===== config.mk =====
export PLATFORM = sky130hd
export DESIGN_NAME = asc_control
export DESIGN_NICKNAME = d
export VERILOG_FILES = /design/src/design/asc_pkg.sv /design/src/design/asc_control.sv
export SDC_FILE = /design/constraint.sdc
export NUM_CORES = 1
export LEC_CHECK = 0
export BUFFER_PORTS_ARGS = -buffer_cell sky130_fd_sc_hd__buf_2
export CAP_MARGIN = 20
export CORE_MARGIN = 3
export CORE_UTILIZATION = 51
export DETAILED_ROUTE_END_ITERATION = 8
export PLACE_DENSITY = 0.87
export SLEW_MARGIN = 40
export SYNTH_ARGS = -nofsm -noshare
export SYNTH_HDL_FRONTEND = slang
export SYNTH_SLANG_ARGS = --single-unit

===== constraint.sdc =====
create_clock -name mclk -period 2.5 [get_ports mclk]
set_input_delay 0.25 -clock mclk [delete_from_list [all_inputs] [get_ports mclk]]
set_output_delay 0.25 -clock mclk [all_outputs]
set_load 0.02 [all_outputs]

===== src/design/asc_pkg.sv =====
`default_nettype none
package asc_pkg;
    // ***************************************
    // register map
    // ***************************************
    localparam logic [3:0] ADDR_CONTROL   = 4'h0;
    localparam logic [3:0] ADDR_CONFIG    = 4'h1;
    localparam logic [3:0] ADDR_STATUS    = 4'h2;
    localparam logic [3:0] ADDR_STCLR     = 4'h3;
    localparam logic [3:0] ADDR_SEQ       = 4'h4;
    localparam logic [3:0] ADDR_TIMING    = 4'h5;
    localparam logic [3:0] ADDR_RESULT    = 4'h6;
    localparam logic [3:0] ADDR_IRQEN     = 4'h7;
    localparam logic [3:0] ADDR_IRQDIS    = 4'h8;
    localparam logic [3:0] ADDR_IRQMASK   = 4'h9;
    // control bits
    localparam int CTL_EN      = 0;
    localparam int CTL_PWRLEAVE = 1;
    localparam int CTL_TRIG    = 2;
    localparam int CTL_BGREQ   = 3;
    localparam int CTL_REFBUF  = 4;
    localparam int CTL_OFF     = 5;
    localparam int CTL_PWRRED  = 6;
    // status bits
    localparam int ST_DONE     = 0;
    localparam int ST_OVR      = 1;
    localparam int ST_WIN      = 2;
    localparam int ST_EN       = 3;
    localparam int ST_BUSY     = 4;
    localparam int ST_PWRRED   = 5;
    localparam int ST_CELLON   = 6;
    // trigger sources, conversion lengths, reset values and sign masks
    localparam logic [2:0] TRG_SW    = 3'h0;
    localparam logic [2:0] TRG_EVENT = 3'h1;
    localparam logic [2:0] TRG_CONT  = 3'h2;
    localparam logic [2:0] TRG_RISE  = 3'h3;
    localparam logic [2:0] TRG_FALL  = 3'h4;
    localparam logic [2:0] TRG_ANY   = 3'h5;
    localparam logic [3:0] CONV_12   = 4'h6;
    localparam logic [3:0] CONV_8    = 4'h4;
    localparam logic [7:0] DIV_RESET = 8'h03;
    localparam logic [7:0] STUP_RESET = 8'h0C;
    localparam logic [11:0] SIGN_FLIP12 = 12'h800;
    localparam logic [11:0] SIGN_FLIP8  = 12'h080;

    typedef struct packed {
        logic [11:0] spare;
        logic [11:0] winHigh;  // window upper bound (unsigned conversion units, before the sign flip)
        logic [3:0]  channel;
        logic        winEnable;
        logic [2:0]  trigSel;
    } asc_seq_lo_s;

    typedef struct packed {
        logic        resolution8;   // 0: 12-bit (reset), 1: 8-bit
        logic        bipolar;       // 1: differential, signed result
        logic [3:0]  sampleTime;
        logic [11:0] winLow;
    } asc_seq_hi_s;

    typedef enum logic [2:0] {
        ST_IDLE   = 3'b000,
        ST_START  = 3'b001,
        ST_SAMPLE = 3'b011,
        ST_CONV   = 3'b010,
        ST_DONE_S = 3'b110
    } asc_state_e;
endpackage
`default_nettype wire


===== src/design/asc_control.sv =====
// The placing of the registers and the strobed register port were decided locally.
`timescale 1ns/1ps
`default_nettype none
module asc_control
    import asc_pkg::*;
(
    input  wire logic        mclk,
    input  wire logic        rst_n,
    input  wire logic        genericClock,
    input  wire logic        clocksStopped,
    output logic             clockRequest,
    input  wire logic [3:0]  regAddr,
    input  wire logic [31:0] regWdata,
    input  wire logic        regWrite,
    input  wire logic        regRead,
    output logic [31:0]      regRdata,
    input  wire logic        dmaSeqValid,
    input  wire logic [31:0] dmaSeqData,
    input  wire logic        dmaResultRead,
    input  wire logic        eventTrigger,
    input  wire logic        externalTriggerPin,
    output logic [3:0]       cellChannel,
    output logic             cellOn,
    output logic             cellSample,
    output logic             cellConvert,
    input  wire logic [11:0] cellData,
    output logic             eocEventOut,
    output logic             windowEventOut,
    output logic             bandgapRequest,
    output logic             refBufferOn,
    output logic             irqOut
);
    // ***************************************
    // registers
    // ***************************************
    logic        enable_q, enable_d;
    logic        pwrRed_q, pwrRed_d;
    logic        bg_q, bg_d, rb_q, rb_d;
    logic        clock_source_select_q, clock_source_select_d;
    logic [7:0]  divider_q, divider_d;
    logic [31:0] seqLo_q, seqLo_d;
    logic [31:0] seqHi_q, seqHi_d;
    logic [7:0]  startup_q, startup_d;
    logic [15:0] result_q, result_d;
    logic        done_q, done_d, ovr_q, ovr_d, win_q, win_d;
    logic [2:0]  irqEn_q, irqEn_d;
    logic        trigPend_q, trigPend_d;
    logic        extPrev_q;
    logic        genPrev_q;   // generic clock level one cycle back
    logic [7:0]  divCnt_q, divCnt_d;
    logic        cellOn_q, cellOn_d;
    asc_state_e  state_q, state_d;
    logic [7:0]  cnt_q, cnt_d;
    logic [31:0] rdata_q, rdata_d;
    logic        eoc_q, eoc_d, wev_q, wev_d;

    asc_seq_lo_s lo;
    asc_seq_hi_s hi;
    assign lo = asc_seq_lo_s'(seqLo_q);
    assign hi = asc_seq_hi_s'(seqHi_q[$bits(asc_seq_hi_s)-1:0]);

    function automatic logic wr(input logic [3:0] a);
        wr = regWrite && (regAddr == a);
    endfunction

    // conversion clock tick: selected clock divided
    logic srcEdge, adcTick, genEdge, extRise, extFall, autoTrig, run;
    assign genEdge  = genericClock && !genPrev_q;
    assign srcEdge  = clock_source_select_q ? genEdge : 1'b1;
    assign adcTick  = srcEdge && (divCnt_q == 8'h00);
    assign extRise  = externalTriggerPin && !extPrev_q;
    assign extFall  = !externalTriggerPin && extPrev_q;
    // stopped clocks freeze all registers but the event latch, the edge detectors and the one-cycle outputs; events wake the clock
    assign run = !clocksStopped;
    assign clockRequest = clocksStopped && (eventTrigger || trigPend_q);

    always_comb begin
        case (lo.trigSel)
            TRG_EVENT: autoTrig = eventTrigger;
            TRG_CONT:  autoTrig = 1'b1;
            TRG_RISE:  autoTrig = extRise;
            TRG_FALL:  autoTrig = extFall;
            TRG_ANY:   autoTrig = extRise || extFall;
            default:   autoTrig = 1'b0;
        endcase
    end

    logic [11:0] conv;
    logic [11:0] flipped;
    logic [15:0] signedRes;
    logic        busy;
    assign busy = (state_q != ST_IDLE);
    // differential results reported as two's complement
    assign conv = hi.resolution8 ? {4'h0, cellData[11:4]} : cellData;
    // offset binary to two's complement: flip the top bit of the active width
    assign flipped = conv ^ (hi.resolution8 ? SIGN_FLIP8 : SIGN_FLIP12);
    // in differential 8-bit mode the sign fills every bit above bit 7
    assign signedRes = !hi.bipolar ? {4'h0, conv}
        : hi.resolution8 ? {{8{flipped[7]}}, flipped[7:0]}
        : {{4{flipped[11]}}, flipped};

    // ***************************************
    // next state
    // ***************************************
    always_comb begin
        logic ctlOk;
        ctlOk = enable_q;
        enable_d = enable_q; pwrRed_d = pwrRed_q; bg_d = bg_q; rb_d = rb_q;
        clock_source_select_d = clock_source_select_q; divider_d = divider_q; seqLo_d = seqLo_q;
        seqHi_d = seqHi_q; startup_d = startup_q; result_d = result_q;
        done_d = done_q; ovr_d = ovr_q; win_d = win_q; irqEn_d = irqEn_q;
        trigPend_d = trigPend_q; divCnt_d = divCnt_q; cellOn_d = cellOn_q;
        state_d = state_q; cnt_d = cnt_q; rdata_d = 32'h0;
        eoc_d = 1'b0; wev_d = 1'b0;
        if (run) begin
            if (srcEdge) divCnt_d = (divCnt_q == 8'h00) ? divider_q : divCnt_q - 8'h01;
            // control: enable and off always accepted, others only once enabled
            if (wr(ADDR_CONTROL)) begin
                if (regWdata[CTL_EN]) enable_d = 1'b1;
                if (regWdata[CTL_OFF]) enable_d = 1'b0;
                if (ctlOk) begin
                    // entering and leaving power reduction are separate bits
                    if (regWdata[CTL_PWRRED]) pwrRed_d = 1'b1;
                    if (regWdata[CTL_PWRLEAVE]) pwrRed_d = 1'b0;
                    bg_d = regWdata[CTL_BGREQ];
                    rb_d = regWdata[CTL_REFBUF];
                end
            end
            if (wr(ADDR_CONFIG)) begin
                clock_source_select_d = regWdata[8];
                divider_d = regWdata[7:0];
            end
            if (wr(ADDR_SEQ)) seqLo_d = regWdata;
            else if (dmaSeqValid) seqLo_d = dmaSeqData;
            // the timing word also carries the per-conversion mode fields
            if (wr(ADDR_TIMING)) begin
                startup_d = regWdata[7:0];
                seqHi_d = {seqHi_q[31:18], regWdata[25:8]};
            end
            if (wr(ADDR_IRQEN)) irqEn_d = irqEn_q | regWdata[2:0];
            if (wr(ADDR_IRQDIS)) irqEn_d = irqEn_q & ~regWdata[2:0];
            if (wr(ADDR_STCLR)) begin
                if (regWdata[ST_DONE]) done_d = 1'b0;
                if (regWdata[ST_OVR]) ovr_d = 1'b0;
                if (regWdata[ST_WIN]) win_d = 1'b0;
            end
            if (dmaResultRead) done_d = 1'b0;
            if (enable_q && ((wr(ADDR_CONTROL) && regWdata[CTL_TRIG]) || autoTrig))
                trigPend_d = 1'b1;
            case (state_q)
                ST_IDLE: begin
                    if (trigPend_q && enable_q) begin
                        trigPend_d = 1'b0;
                        cnt_d = cellOn_q ? 8'h00 : startup_q;
                        cellOn_d = 1'b1;
                        state_d = ST_START;
                    end else if (pwrRed_q) cellOn_d = 1'b0;
                    else if (enable_q) cellOn_d = 1'b1;
                end
                ST_START: if (adcTick) begin
                    if (cnt_q == 8'h00) begin
                        cnt_d = {4'h0, hi.sampleTime};
                        state_d = ST_SAMPLE;
                    end else cnt_d = cnt_q - 8'h01;
                end
                // sampling is paced by generic clock edges, not the divided tick
                ST_SAMPLE: if (genEdge) begin
                    if (cnt_q == 8'h00) begin
                        cnt_d = {4'h0, hi.resolution8 ? CONV_8 : CONV_12} - 8'h01;
                        state_d = ST_CONV;
                    end else cnt_d = cnt_q - 8'h01;
                end
                ST_CONV: if (adcTick) begin
                    if (cnt_q == 8'h00) state_d = ST_DONE_S;
                    else cnt_d = cnt_q - 8'h01;
                end
                ST_DONE_S: begin
                    result_d = signedRes;
                    // a result read in this very cycle still returns the old value
                    if (done_q && !(wr(ADDR_STCLR) && regWdata[ST_DONE]) && !dmaResultRead
                        && !(regRead && regAddr == ADDR_RESULT))
                        ovr_d = 1'b1;
                    done_d = 1'b1;
                    eoc_d = 1'b1;
                    if (lo.winEnable && conv >= hi.winLow && conv <= lo.winHigh) begin
                        win_d = 1'b1;
                        wev_d = 1'b1;
                    end
                    state_d = ST_IDLE;
                end
                default: state_d = ST_IDLE;
            endcase
            if (regRead) begin
                case (regAddr)
                    ADDR_CONTROL: rdata_d = {25'h0, pwrRed_q, 1'b0, rb_q, bg_q, 3'h0};
                    ADDR_CONFIG:  rdata_d = {23'h0, clock_source_select_q, divider_q};
                    ADDR_STATUS:  rdata_d = {25'h0, cellOn_q, pwrRed_q, busy, enable_q,
                                             win_q, ovr_q, done_q};
                    ADDR_SEQ:     rdata_d = seqLo_q;
                    ADDR_TIMING:  rdata_d = {6'h0, seqHi_q[17:0], startup_q};
                    ADDR_RESULT:  rdata_d = {12'h0, lo.channel, result_q};
                    ADDR_IRQMASK: rdata_d = {29'h0, irqEn_q};
                    default:      rdata_d = 32'h0;
                endcase
                if (regAddr == ADDR_RESULT) done_d = 1'b0;
            end
            if (state_q == ST_DONE_S) done_d = 1'b1; // set wins over clear
        end else if (enable_q && lo.trigSel == TRG_EVENT && eventTrigger) begin
            // latch the event: the request must outlast its one-cycle pulse
            trigPend_d = 1'b1;
        end
    end

    // ***************************************
    // registering
    // ***************************************
    always_ff @(posedge mclk) begin
        if (!rst_n) begin
            enable_q <= 1'b0; pwrRed_q <= 1'b0; bg_q <= 1'b0; rb_q <= 1'b0;
            clock_source_select_q <= 1'b0; divider_q <= DIV_RESET; seqLo_q <= 32'h0;
            seqHi_q <= 32'h0; startup_q <= STUP_RESET; result_q <= 16'h0;
            done_q <= 1'b0; ovr_q <= 1'b0; win_q <= 1'b0; irqEn_q <= 3'h0;
            trigPend_q <= 1'b0; extPrev_q <= 1'b0; genPrev_q <= 1'b0;
            divCnt_q <= 8'h00; cellOn_q <= 1'b0; state_q <= ST_IDLE;
            cnt_q <= 8'h00; rdata_q <= 32'h0; eoc_q <= 1'b0; wev_q <= 1'b0;
        end else begin
            enable_q <= enable_d; pwrRed_q <= pwrRed_d; bg_q <= bg_d; rb_q <= rb_d;
            clock_source_select_q <= clock_source_select_d; divider_q <= divider_d; seqLo_q <= seqLo_d;
            seqHi_q <= seqHi_d; startup_q <= startup_d; result_q <= result_d;
            done_q <= done_d; ovr_q <= ovr_d; win_q <= win_d; irqEn_q <= irqEn_d;
            trigPend_q <= trigPend_d; extPrev_q <= externalTriggerPin;
            genPrev_q <= genericClock; divCnt_q <= divCnt_d; cellOn_q <= cellOn_d;
            state_q <= state_d; cnt_q <= cnt_d; rdata_q <= rdata_d;
            eoc_q <= eoc_d; wev_q <= wev_d;
        end
    end

    // ***************************************
    // outputs
    // ***************************************
    assign regRdata       = rdata_q;
    assign cellChannel    = lo.channel;
    assign cellOn         = cellOn_q;
    assign cellSample     = (state_q == ST_SAMPLE);
    assign cellConvert    = (state_q == ST_CONV);
    assign eocEventOut    = eoc_q;
    assign windowEventOut = wev_q;
    assign bandgapRequest = bg_q;
    assign refBufferOn    = rb_q;
    assign irqOut = |(irqEn_q & {win_q, ovr_q, done_q});

    // ***************************************
    // checks
    // ***************************************
    property p_ctlIgnored;
        @(posedge mclk) disable iff (!rst_n)
        (!enable_q && regWrite && regAddr == ADDR_CONTROL && !regWdata[CTL_EN]) |=> !enable_q && $stable(pwrRed_q);
    endproperty
    a_ctlIgnored: assert property (p_ctlIgnored) else $error("control taken while off");

    property p_eoc;
        @(posedge mclk) disable iff (!rst_n)
        (state_q == ST_DONE_S && run) |=> eocEventOut && done_q;
    endproperty
    a_eoc: assert property (p_eoc) else $error("no end event");

    property p_ovr;
        @(posedge mclk) disable iff (!rst_n)
        (state_q == ST_DONE_S && run && done_q && !regWrite && !regRead && !dmaResultRead) |=> ovr_q;
    endproperty
    a_ovr: assert property (p_ovr) else $error("overrun missed");

    property p_halt;
        @(posedge mclk) disable iff (!rst_n)
        clocksStopped |=> $stable(state_q) && $stable(cnt_q);
    endproperty
    a_halt: assert property (p_halt) else $error("moved while halted");

    // an event seen while halted keeps the clock request up
    property p_wake;
        @(posedge mclk) disable iff (!rst_n)
        (clocksStopped && enable_q && lo.trigSel == TRG_EVENT && eventTrigger)
            |=> (clockRequest || !clocksStopped);
    endproperty
    a_wake: assert property (p_wake) else $error("no clock request on event");

    // the window event only ever rides on an end-of-conversion
    property p_winEvt;
        @(posedge mclk) disable iff (!rst_n)
        windowEventOut |-> eocEventOut;
    endproperty
    a_winEvt: assert property (p_winEvt) else $error("window event alone");

    // idle under power reduction drops the cell
    property p_pwrOff;
        @(posedge mclk) disable iff (!rst_n)
        (state_q == ST_IDLE && pwrRed_q && !trigPend_q && run) |=> !cellOn;
    endproperty
    a_pwrOff: assert property (p_pwrOff) else $error("cell left on while idle");

    // a cold cell starts with the full programmed startup count
    property p_startup;
        @(posedge mclk) disable iff (!rst_n)
        (state_q == ST_IDLE && trigPend_q && enable_q && run && !cellOn_q)
            |=> state_q == ST_START && cnt_q == $past(startup_q);
    endproperty
    a_startup: assert property (p_startup) else $error("startup count skipped");
endmodule
`default_nettype wire


==> results.sh, run 1 <==
export IMPL_required_ps=2820
export IMPL_fin_crit_sh_pct=93.5
export IMPL_hp_class="in -> reg"
export IMPL_syn2layout_area_growth_pct=19.3
export IMPL_pin_count=135
export IMPL_synth_net_count=1006
export IMPL_path_delay_family="compound AO/OA/AOI/OAI gates"
export IMPL_crit_type="reg -> reg"
export IMPL_drv_cap=0
export IMPL_routed_via_density=6.18
export IMPL_hpwl_mm=16.4
export IMPL_nNetsFinal=1119
export IMPL_fin_ws_ps=162
export IMPL_reg2reg_to="win_q"
export IMPL_synthXorXnorAreaFrac_pct=0.596
export IMPL_syn_area_sq_um=7350
export IMPL_synth_seq_cells=147
export IMPL_fillCellCount=1203
export IMPL_seq_area_sq_um=2940
export IMPL_endpoint_kind="flip-flop"
export IMPL_intPower_mw=4.34
export IMPL_worstRegToRegCells=8
export IMPL_crit_path_start_kind="flip-flop"
export IMPL_synth_compound_area_share_pct=23.7
export IMPL_p_comb_share_pct=16.6
export IMPL_synth_seq_area_share_pct=40.0
export IMPL_place_worst_setup_slack_ps=54.1
export IMPL_track_usage_pct=27.8
export IMPL_crit_buf_inv=1
export IMPL_first_pass_iters=7
export IMPL_synth_top_family_by_area="compound AO/OA/AOI/OAI gates"
export IMPL_cp_slowest_cell="dfxtp_2"
export IMPL_drc_errors=0
export IMPL_chipHeight_um=126
export IMPL_switching_share_pct=28.5
export IMPL_hold_viol=0
export IMPL_grt_pass1_vias=6722
export IMPL_yosysWarnings=0
export IMPL_period_minus_slack_ps=2340
export IMPL_mostFrequentLayoutCells="dfxtp_1 (146), buf_2 (134), nand2_1 (127), nor2_1 (81), a21oi_1 (77)"
export IMPL_cts_root_buf="clkbuf_16"
export IMPL_multi_input_area_sq_um=3980
export IMPL_critPathMaxFanout=9
export IMPL_fin_util_pct=62.7
export IMPL_coreArea_sq_um=14000
export IMPL_grt_max_degree=95
export IMPL_gp_congestion=0.980
export IMPL_drt_iter0_markers=777
export IMPL_crit_top_cell="o21ai_0"
export IMPL_cp_arrival_ps=2650
export IMPL_cts_sinks=147
export IMPL_path_cells="buf_4 -> nor2b_1 -> ha_1 -> nand2_1 -> o21ai_0 -> a2111oi_2 -> o21ai_0 -> a31o_2"
export IMPL_synth_ff_type="dfxtp_1"
export IMPL_yosys_area_share_simple_pct=22.2
export IMPL_die_area_sq_um=15900
export IMPL_vias=7366
export IMPL_p_leak_nw=3.40
export IMPL_ys_types=77
export IMPL_min_to="seqHi_q[13]"
export IMPL_cts_tree="done"
export IMPL_cts_buffer_depth=2
export IMPL_timing_rr_start="seqHi_q[17]"
export IMPL_fp_row_count=43
export IMPL_clk_latency_ps=420
export IMPL_power_share_sequential_pct=42.2
export IMPL_grt_setup_unrepaired="false"
export IMPL_grt_overflow=0
export IMPL_syn_mean_instance_area_sq_um=8.29
export IMPL_worst_slew_pin_slew_ps=763
export IMPL_path_clk_slew_ps=60
export IMPL_clockPowerShare_pct=41.3
export IMPL_fmax_ghz=0.428
export IMPL_p_switching_mw=1.73
export IMPL_synth_mux_area_share_pct=2.60
export IMPL_synth_fa_ha_area_share_pct=4.94
export IMPL_die_x_um=126
export IMPL_antenna_found_initial=0
export IMPL_cts_buffers=17
export IMPL_initial_utilization_pct=52.5
export IMPL_synth_edf_count=0
export IMPL_max_vdd_ir_drop_uv=431
export IMPL_max_stage_delay_ps=400
export IMPL_slew_headroom_pct=49.0
export IMPL_syn_inst=887
export IMPL_portBuffers=134
export IMPL_status="complete, no violations"
export IMPL_p_total_mw=6.06
export IMPL_wire_per_inst_um=19.0
export IMPL_finalWirelength_mm=22.6
export IMPL_htreeDepth=4
export IMPL_min_from="regWdata[21]"
export IMPL_diodes=0
export IMPL_hold_depth=3
export IMPL_finalSetupTns_ps=0
export IMPL_grt_pass1_wl_mm=35.2
export IMPL_drive_gt1_share_pct=23.3
export IMPL_hold_slack_ps=74.6
export IMPL_clock_skew_ps=6.75
export IMPL_rrSetupSlack_ps=160
export IMPL_final_common_cell="dfxtp_1"
export IMPL_finalSetupViolations=0
export IMPL_ant_nets=0
export IMPL_slew_violations=0
export IMPL_p_per_area_nw_per_um2=692
export IMPL_synthArstFlopShare_pct=0
what timing repair did:
action | CTS | global route
resized for setup | 1 | 3
cloned | 0 | 0
hold buffers | 0 | 0
endpoints found under the setup margin | 1 | 2
setup buffers | 0 | 0
cell families after synthesis:
logic type,Yosys count
adders and majority gates,29
xor gates and xnor gates,5
DFF,147
AOI/OAI and AO/OA,239
muxes,18
and+or+nand+nor,344
buffers and inverters,105
stage by stage:
stage	cell area (sq um)	cells
2_1_floorplan	7350	887
3_3_place_gp	8180	1161
3_5_place_dp	8180	1161
4_1_cts	8760	1191
5_1_grt	8770	1191
6_report	8770	1191
cell type report:
type	count	area share (%)
Multi-Input combinational cell	635	45.4
Sequential cell	147	33.6
Timing Repair Buffer	161	10.2
Clock buffer	18	5.01
Tap cell	180	2.57
Inverter	38	1.63
Clock inverter	12	1.54
registers in the layout, summed over array words and instances (netlist names), 3 cells and up, named ones only:
| register | cells |
|---|---|
| lo | 32 |
| cnt_q | 8 |
| seqHi_q | 18 |
| startup_q | 8 |
| divider_q | 8 |
| result_q | 13 |
| regRdata | 32 |
| state_q | 3 |
| divCnt_q | 8 |
power by group through the flow:
stage / combinational (mW) / sequential, mW / clock [mW]
detailed placement: 0.982 / 2.60 / 0
CTS: 0.991 / 2.55 / 2.52
global route: 1.10 / 2.57 / 2.61
global placement: 0.960 / 2.60 / 0
finish: 1.01 / 2.56 / 2.50
floorplan: 0.726 / 2.57 / 0
synth_stat cells, drive strengths merged (3+ instances only):
| master | number | area (sq um) |
|---|---|---|
| ha | 29 | 363 |
| a22oi | 41 | 308 |
| nor4 | 7 | 50.1 |
| a311oi | 35 | 307 |
| nand2b | 16 | 108 |
| nand4 | 6 | 37.5 |
| o31ai | 5 | 57.6 |
| o221a | 6 | 67.6 |
| nor4b | 3 | 47.5 |
| o21ai | 17 | 85.1 |
| nand3 | 55 | 275 |
| nand3b | 3 | 22.5 |
| nor3 | 9 | 50.1 |
| dfxtp | 147 | 2940 |
| and2 | 12 | 76.3 |
| o21bai | 4 | 30.0 |
| o211ai | 6 | 50.1 |
| and3 | 3 | 18.8 |
| a31oi | 10 | 62.6 |
| clkbuf | 40 | 150 |
| nand2 | 127 | 477 |
| mux2 | 9 | 101 |
| nor2 | 82 | 310 |
| mux2i | 9 | 90.1 |
| buf | 27 | 145 |
| a211oi | 8 | 82.6 |
| or4 | 3 | 26.3 |
| xnor2 | 4 | 35.0 |
| or2 | 3 | 18.8 |
| nor2b | 7 | 43.8 |
| inv | 38 | 143 |
| a21oi | 78 | 402 |
| o21a | 6 | 45.0 |
worst max path at each step:
stage / cells past startpoint / startpoint / slack, ps / endpoint
4_1_cts: 8 / seqHi_q[17] / 90 / win_q
2_1_floorplan: 9 / seqHi_q[17] / 40 / win_q
5_1_grt: 7 / divCnt_q[0] / 3 / cnt_q[0]
3_5_place_dp: 8 / seqHi_q[17] / 50 / win_q
3_3_place_gp: 8 / seqHi_q[17] / 60 / win_q
6_report: 8 / seqHi_q[17] / 160 / win_q
tightest hold or removal path: cells and delay by family:
| family | cells | cell delay, ps |
|---|---|---|
| AOI/OAI and AO/OA | 1 | 50 |
| and+or+nand+nor | 1 | 50 |
| buffers and inverters | 1 | 110 |
per-layer routing:
metal	up-vias	track usage [%]	share of wire, %
met5	-	0	0
met4	0	11.2	4.0
met3	85	6.49	12
met2	477	42.8	45
met1	3385	37.7	40
li1	3419	-	-
No activity file was read; power rests on OpenSTA's default activity.
==> run 2, diff against run 1 <==
==> constraint.sdc (replaced) <==
create_clock -name mclk -period 2.5 [get_ports mclk]
set_input_delay 0 -clock mclk [delete_from_list [all_inputs] [get_ports mclk]]
set_output_delay 0 -clock mclk [all_outputs]
set_load 0.02 [all_outputs]
==> run 2 against run 1 <==
  * Hold slack lost 65 ps
  * Critical path depth shrank 1
  * Critical path type unchanged
  * Worst setup slack better by 41 ps
  * Largest cell class unchanged
  * Die area unchanged
  * Count of clock-buffer cells in the layout stayed put
==> results.sh, run 2 (synthesized netlist as in run 1, its figures left out) <==
export IMPL_fillCellCount=1033
export IMPL_mostFrequentLayoutCells="dfxtp_1 (146), buf_2 (134), nand2_1 (127), nor2_1 (81), dlygate4sd3_1 (80)"
export IMPL_seq_area_sq_um=2940
export IMPL_portBuffers=134
export IMPL_fin_crit_sh_pct=91.9
export IMPL_drive_gt1_share_pct=21.2
export IMPL_vias=7881
export IMPL_hold_viol=0
export IMPL_period_minus_slack_ps=2300
export IMPL_path_clk_slew_ps=70
export IMPL_grt_pass1_wl_mm=39.9
export IMPL_cts_root_buf="clkbuf_16"
export IMPL_grt_overflow=0
export IMPL_track_usage_pct=31.2
export IMPL_worst_slew_pin_slew_ps=831
export IMPL_p_per_area_nw_per_um2=663
export IMPL_crit_buf_inv=0
export IMPL_max_vdd_ir_drop_uv=506
export IMPL_stdcell_count=1267
export IMPL_path_delay_family="compound AO/OA/AOI/OAI gates"
export IMPL_crit_type="reg -> reg"
export IMPL_max_stage_delay_ps=470
export IMPL_gp_congestion=0.961
export IMPL_diodes=0
export IMPL_hp_class="in -> reg"
export IMPL_first_pass_iters=6
export IMPL_htreeDepth=4
export IMPL_wire_per_inst_um=20.1
export IMPL_grt_setup_unrepaired="false"
export IMPL_routed_via_density=6.22
export IMPL_slew_violations=0
export IMPL_finalSetupTns_ps=0
export IMPL_cp_arrival_ps=2670
export IMPL_fp_row_count=43
export IMPL_fmax_ghz=0.435
export IMPL_finalWirelength_mm=25.5
export IMPL_multi_input_area_sq_um=3980
export IMPL_slew_headroom_pct=44.1
export IMPL_dp_cells=1155
export IMPL_design_area_sq_um=9540
export IMPL_pin_count=135
export IMPL_grt_pass1_vias=7556
export IMPL_path_cells="mux2_2 -> ha_1 -> nor2b_1 -> o211ai_1 -> a21oi_1 -> o311ai_0 -> a31o_2"
export IMPL_initial_utilization_pct=52.5
export IMPL_nNetsFinal=1193
export IMPL_finalSetupViolations=0
export IMPL_drt_iter0_markers=1186
export IMPL_die_x_um=126
export IMPL_grt_max_degree=95
export IMPL_hpwl_mm=16.2
export IMPL_cts_tree="done"
export IMPL_placed_area_sq_um=8130
export IMPL_cts_sinks=147
export IMPL_die_area_sq_um=15900
export IMPL_cp_slowest_cell="dfxtp_2"
export IMPL_cts_buffers=17
export IMPL_endpoint_kind="flip-flop"
export IMPL_hold_slack_ps=9.87
export IMPL_clock_skew_ps=6.91
export IMPL_p_leak_nw=3.75
export IMPL_status="complete, no violations"
export IMPL_clk_latency_ps=430
export IMPL_drv_cap=0
export IMPL_chipHeight_um=126
export IMPL_crit_path_start_kind="flip-flop"
export IMPL_critPathMaxFanout=9
export IMPL_antenna_found_initial=0
export IMPL_final_common_cell="dfxtp_1"
export IMPL_drc_errors=0
export IMPL_syn2layout_area_growth_pct=29.8
export IMPL_ant_nets=0
export IMPL_required_ps=2870
export IMPL_cts_buffer_depth=2
export IMPL_coreArea_sq_um=14000
export IMPL_post_cts_buffers=0
export IMPL_rrSetupSlack_ps=200
-- run 2: changes by cell type in the layout (fill, tap and decap cells not counted), moves of 3 or more --
cell / delta
buf_4: -5
clkinv_4: -3
dlygate4sd3_1: +80
inv_6: +3
-- run 2: area by class of cell --
class | instances | share of cell area (%)
Clock inverter | 14 | 1.85
Clock buffer | 18 | 4.50
Sequential cell | 147 | 30.9
Multi-Input combinational cell | 635 | 41.7
Inverter | 38 | 1.50
Timing Repair Buffer | 235 | 17.2
Tap cell | 180 | 2.36
-- run 2: worst register-to-register path: cells and delay by family (launching register included) --
kind / cells / cell delay, ps
AND/OR/NAND/NOR: 1 / 130
adder cells (fa/ha/maj): 1 / 290
flip-flops: 1 / 470
multiplexers: 1 / 400
AO/OA/AOI/OAI: 4 / 960
-- run 2: per-layer routing --
| metal | up-vias | wire length, um | GRT usage [%] |
|---|---|---|---|
| li1 | 3561 | - | - |
| met1 | 3621 | 9770 | 40.9 |
| met2 | 574 | 11600 | 48.2 |
| met3 | 125 | 2930 | 7.34 |
| met4 | 0 | 1190 | 15.6 |
| met5 | - | 0 | 0 |
-- run 2: power by group --
part	switching (mW)	internal, mW
clock network	1.07	1.58
registers	0.117	2.44
logic	0.624	0.489
total	1.81	4.51
-- run 2: worst paths after layout --
kind                start           end  cells after the start
max           seqHi_q[17]         win_q                      7
min           cellData[2]   result_q[2]                      4
max reg2reg   seqHi_q[17]         win_q                      7
min reg2reg  divider_q[4]  divider_q[4]                      2
-- run 2: per-stage QoR --
step / util (%) / setup WS [ps] / power, mW
4_1_cts: 68.2 / 147 / 6.28
5_1_grt: 68.2 / 25.6 / 6.54
6_report: 68.2 / 203 / 6.33
3_3_place_gp: 58.1 / 114 / 3.56
2_1_floorplan: - / 43.1 / 3.29
3_5_place_dp: 58.1 / 16.4 / 3.57
-- run 2: what timing repair did --
| item | in CTS | in global routing |
|---|---|---|
| hold buffers | 80 | 0 |
| hold endpoints to repair | 76 | 0 |
| resized for setup | 1 | 3 |
| setup endpoints to repair | 1 | 2 |
==> run 3, diff against run 2 <==
PLACE_DENSITY = default   (was 0.87)
PLACE_DENSITY_LB_ADDON = 0.3   (was default)
==> run 3 against run 2 <==
  * Register-to-register slack got worse by 50 ps
  * Die area is the same
  * Via count is 3.7% lower
  * Final area grew 0.54%
  * Final cell count shrank 0.16%
  * Routed wire length fell by 6.2%
  * Flip-flop and latch count unchanged
  * Sequential power is essentially flat
  * Core utilization increased by 0.37 points
  * Critical path depth up 1
  * Non-clock buffer count down 1
  * Total power rose by 2.4%
==> results.sh, run 3 (synthesized netlist as in run 1, its figures left out) <==
export IMPL_status="complete, no violations"
export IMPL_drive_gt1_share_pct=21.1
export IMPL_finalSetupViolations=0
export IMPL_cts_buffer_depth=2
export IMPL_slew_violations=0
export IMPL_vias=7593
export IMPL_cts_buffers=17
export IMPL_die_x_um=126
export IMPL_p_switching_mw=1.75
export IMPL_fin_ws_ps=151
export IMPL_hpwl_mm=16.1
export IMPL_reg2reg_to="win_q"
export IMPL_critPathMaxFanout=11
export IMPL_routed_via_density=6.00
export IMPL_chipHeight_um=126
export IMPL_post_cts_buffers=0
export IMPL_die_area_sq_um=15900
export IMPL_worstRegToRegCells=8
export IMPL_fmax_ghz=0.426
export IMPL_design_area_sq_um=9590
export IMPL_grt_pass1_vias=7049
export IMPL_cp_slowest_cell="a2111oi_1"
export IMPL_ant_nets=0
export IMPL_placed_area_sq_um=8160
export IMPL_intPower_mw=4.73
export IMPL_drt_iter0_markers=786
export IMPL_max_vdd_ir_drop_uv=499
export IMPL_switching_share_pct=27.0
export IMPL_worst_slew_pin_slew_ps=771
export IMPL_power_share_sequential_pct=39.4
export IMPL_period_minus_slack_ps=2350
export IMPL_fillCellCount=1138
export IMPL_cp_arrival_ps=2660
export IMPL_wire_per_inst_um=18.9
export IMPL_mostFrequentLayoutCells="dfxtp_1 (146), buf_2 (134), nand2_1 (127), nor2_1 (81), dlygate4sd3_1 (78)"
export IMPL_path_clk_slew_ps=60
export IMPL_nNetsFinal=1192
export IMPL_path_delay_family="compound AO/OA/AOI/OAI gates"
export IMPL_coreArea_sq_um=14000
export IMPL_cts_root_buf="clkbuf_16"
export IMPL_fp_row_count=43
export IMPL_diodes=0
export IMPL_track_usage_pct=29.3
export IMPL_hold_slack_ps=15.7
export IMPL_required_ps=2810
export IMPL_min_to="result_q[3]"
export IMPL_finalSetupTns_ps=0
export IMPL_p_comb_share_pct=16.9
export IMPL_grt_setup_unrepaired="false"
export IMPL_clock_skew_ps=5.50
export IMPL_drc_errors=0
export IMPL_drv_cap=0
export IMPL_min_from="cellData[3]"
export IMPL_htreeDepth=4
export IMPL_first_pass_iters=9
export IMPL_crit_buf_inv=1
export IMPL_final_common_cell="dfxtp_1"
export IMPL_slew_headroom_pct=48.5
export IMPL_grt_overflow=0
export IMPL_hold_viol=0
export IMPL_path_cells="buf_4 -> nor2b_1 -> ha_1 -> a21oi_1 -> o21ai_0 -> a2111oi_1 -> o21ai_0 -> a31o_2"
export IMPL_pin_count=135
export IMPL_crit_top_cell="o21ai_0"
export IMPL_grt_max_degree=95
export IMPL_clockPowerShare_pct=43.6
export IMPL_crit_path_start_kind="flip-flop"
export IMPL_syn2layout_area_growth_pct=30.5
export IMPL_fin_crit_sh_pct=93.9
export IMPL_initial_utilization_pct=52.5
export IMPL_portBuffers=134
export IMPL_hp_class="in -> reg"
export IMPL_hold_depth=4
export IMPL_max_stage_delay_ps=390
export IMPL_timing_rr_start="seqHi_q[17]"
export IMPL_crit_type="reg -> reg"
export IMPL_rrSetupSlack_ps=150
export IMPL_finalWirelength_mm=23.9
export IMPL_p_per_area_nw_per_um2=676
export IMPL_antenna_found_initial=0
export IMPL_gp_congestion=0.960
export IMPL_place_worst_setup_slack_ps=145
export IMPL_cts_sinks=147
export IMPL_endpoint_kind="flip-flop"
export IMPL_clk_latency_ps=420
export IMPL_p_leak_nw=3.77
export IMPL_grt_pass1_wl_mm=37.4
export IMPL_cts_tree="done"
==> run 3: cell types whose count changed in the layout (fill, tap and decap cells not counted), sizes merged <==
cell         change
inv              -3
bufinv           +2
dlygate4sd3      -2
buf              +1
clkbuf           +1
clkinvlp         -1
==> run 3: area by class of cell <==
type,count,area [sq um],share of cell area [%]
Tap cell,180,225,2.35
Timing Repair Buffer,234,1650,17.2
Inverter,38,143,1.49
Multi-Input combinational cell,635,3980,41.5
Clock buffer,19,443,4.62
Clock inverter,12,204,2.13
Sequential cell,147,2940,30.7
==> run 3: timing repair <==
| item | 4_1_cts | 5_1_grt |
|---|---|---|
| hold buffers | 78 | 0 |
| gates resized for setup | 0 | 2 |
| setup endpoints to repair | 0 | 2 |
| endpoints found under the hold margin | 73 | 0 |
==> run 3: how the worst max path moves through the flow <==
| stage | start | end | cells past startpoint |
|---|---|---|---|
| global route | seqHi_q[17] | win_q | 8 |
| detailed placement | seqHi_q[17] | win_q | 8 |
| CTS | seqHi_q[17] | win_q | 8 |
| finish | seqHi_q[17] | win_q | 8 |
| global placement | seqHi_q[17] | win_q | 8 |
| floorplan | seqHi_q[17] | win_q | 9 |
==> run 3: worst min-delay path: cells and delay by family <==
family                 cells  cell delay [ps]
and+or+nand+nor            1               70
buffers and inverters      1               70
muxes                      2              240
==> run 3: layer usage <==
layer | GRT usage, % | wire [um]
met5 | 0 | 0
met4 | 9.21 | 552
met3 | 6.62 | 2210
met2 | 45.7 | 10900
met1 | 40.7 | 10300
==> run 3: per-stage QoR <==
stage                     power, mW  util [%]  std cells
final                          6.48      68.6       1265
after global routing           6.71      68.6       1265
after CTS                      6.45      68.5       1265
after detailed placement       3.56      58.3       1156
after global placement         3.55      58.3       1156
after floorplan                3.29         -        887
==> run 3: power groups by stage <==
stage / logic (mW) / registers (mW) / clock network [mW]
6_report: 1.10 / 2.55 / 2.83
5_1_grt: 1.20 / 2.57 / 2.94
4_1_cts: 1.07 / 2.55 / 2.83
3_5_place_dp: 0.965 / 2.60 / 0
3_3_place_gp: 0.956 / 2.60 / 0
2_1_floorplan: 0.726 / 2.57 / 0
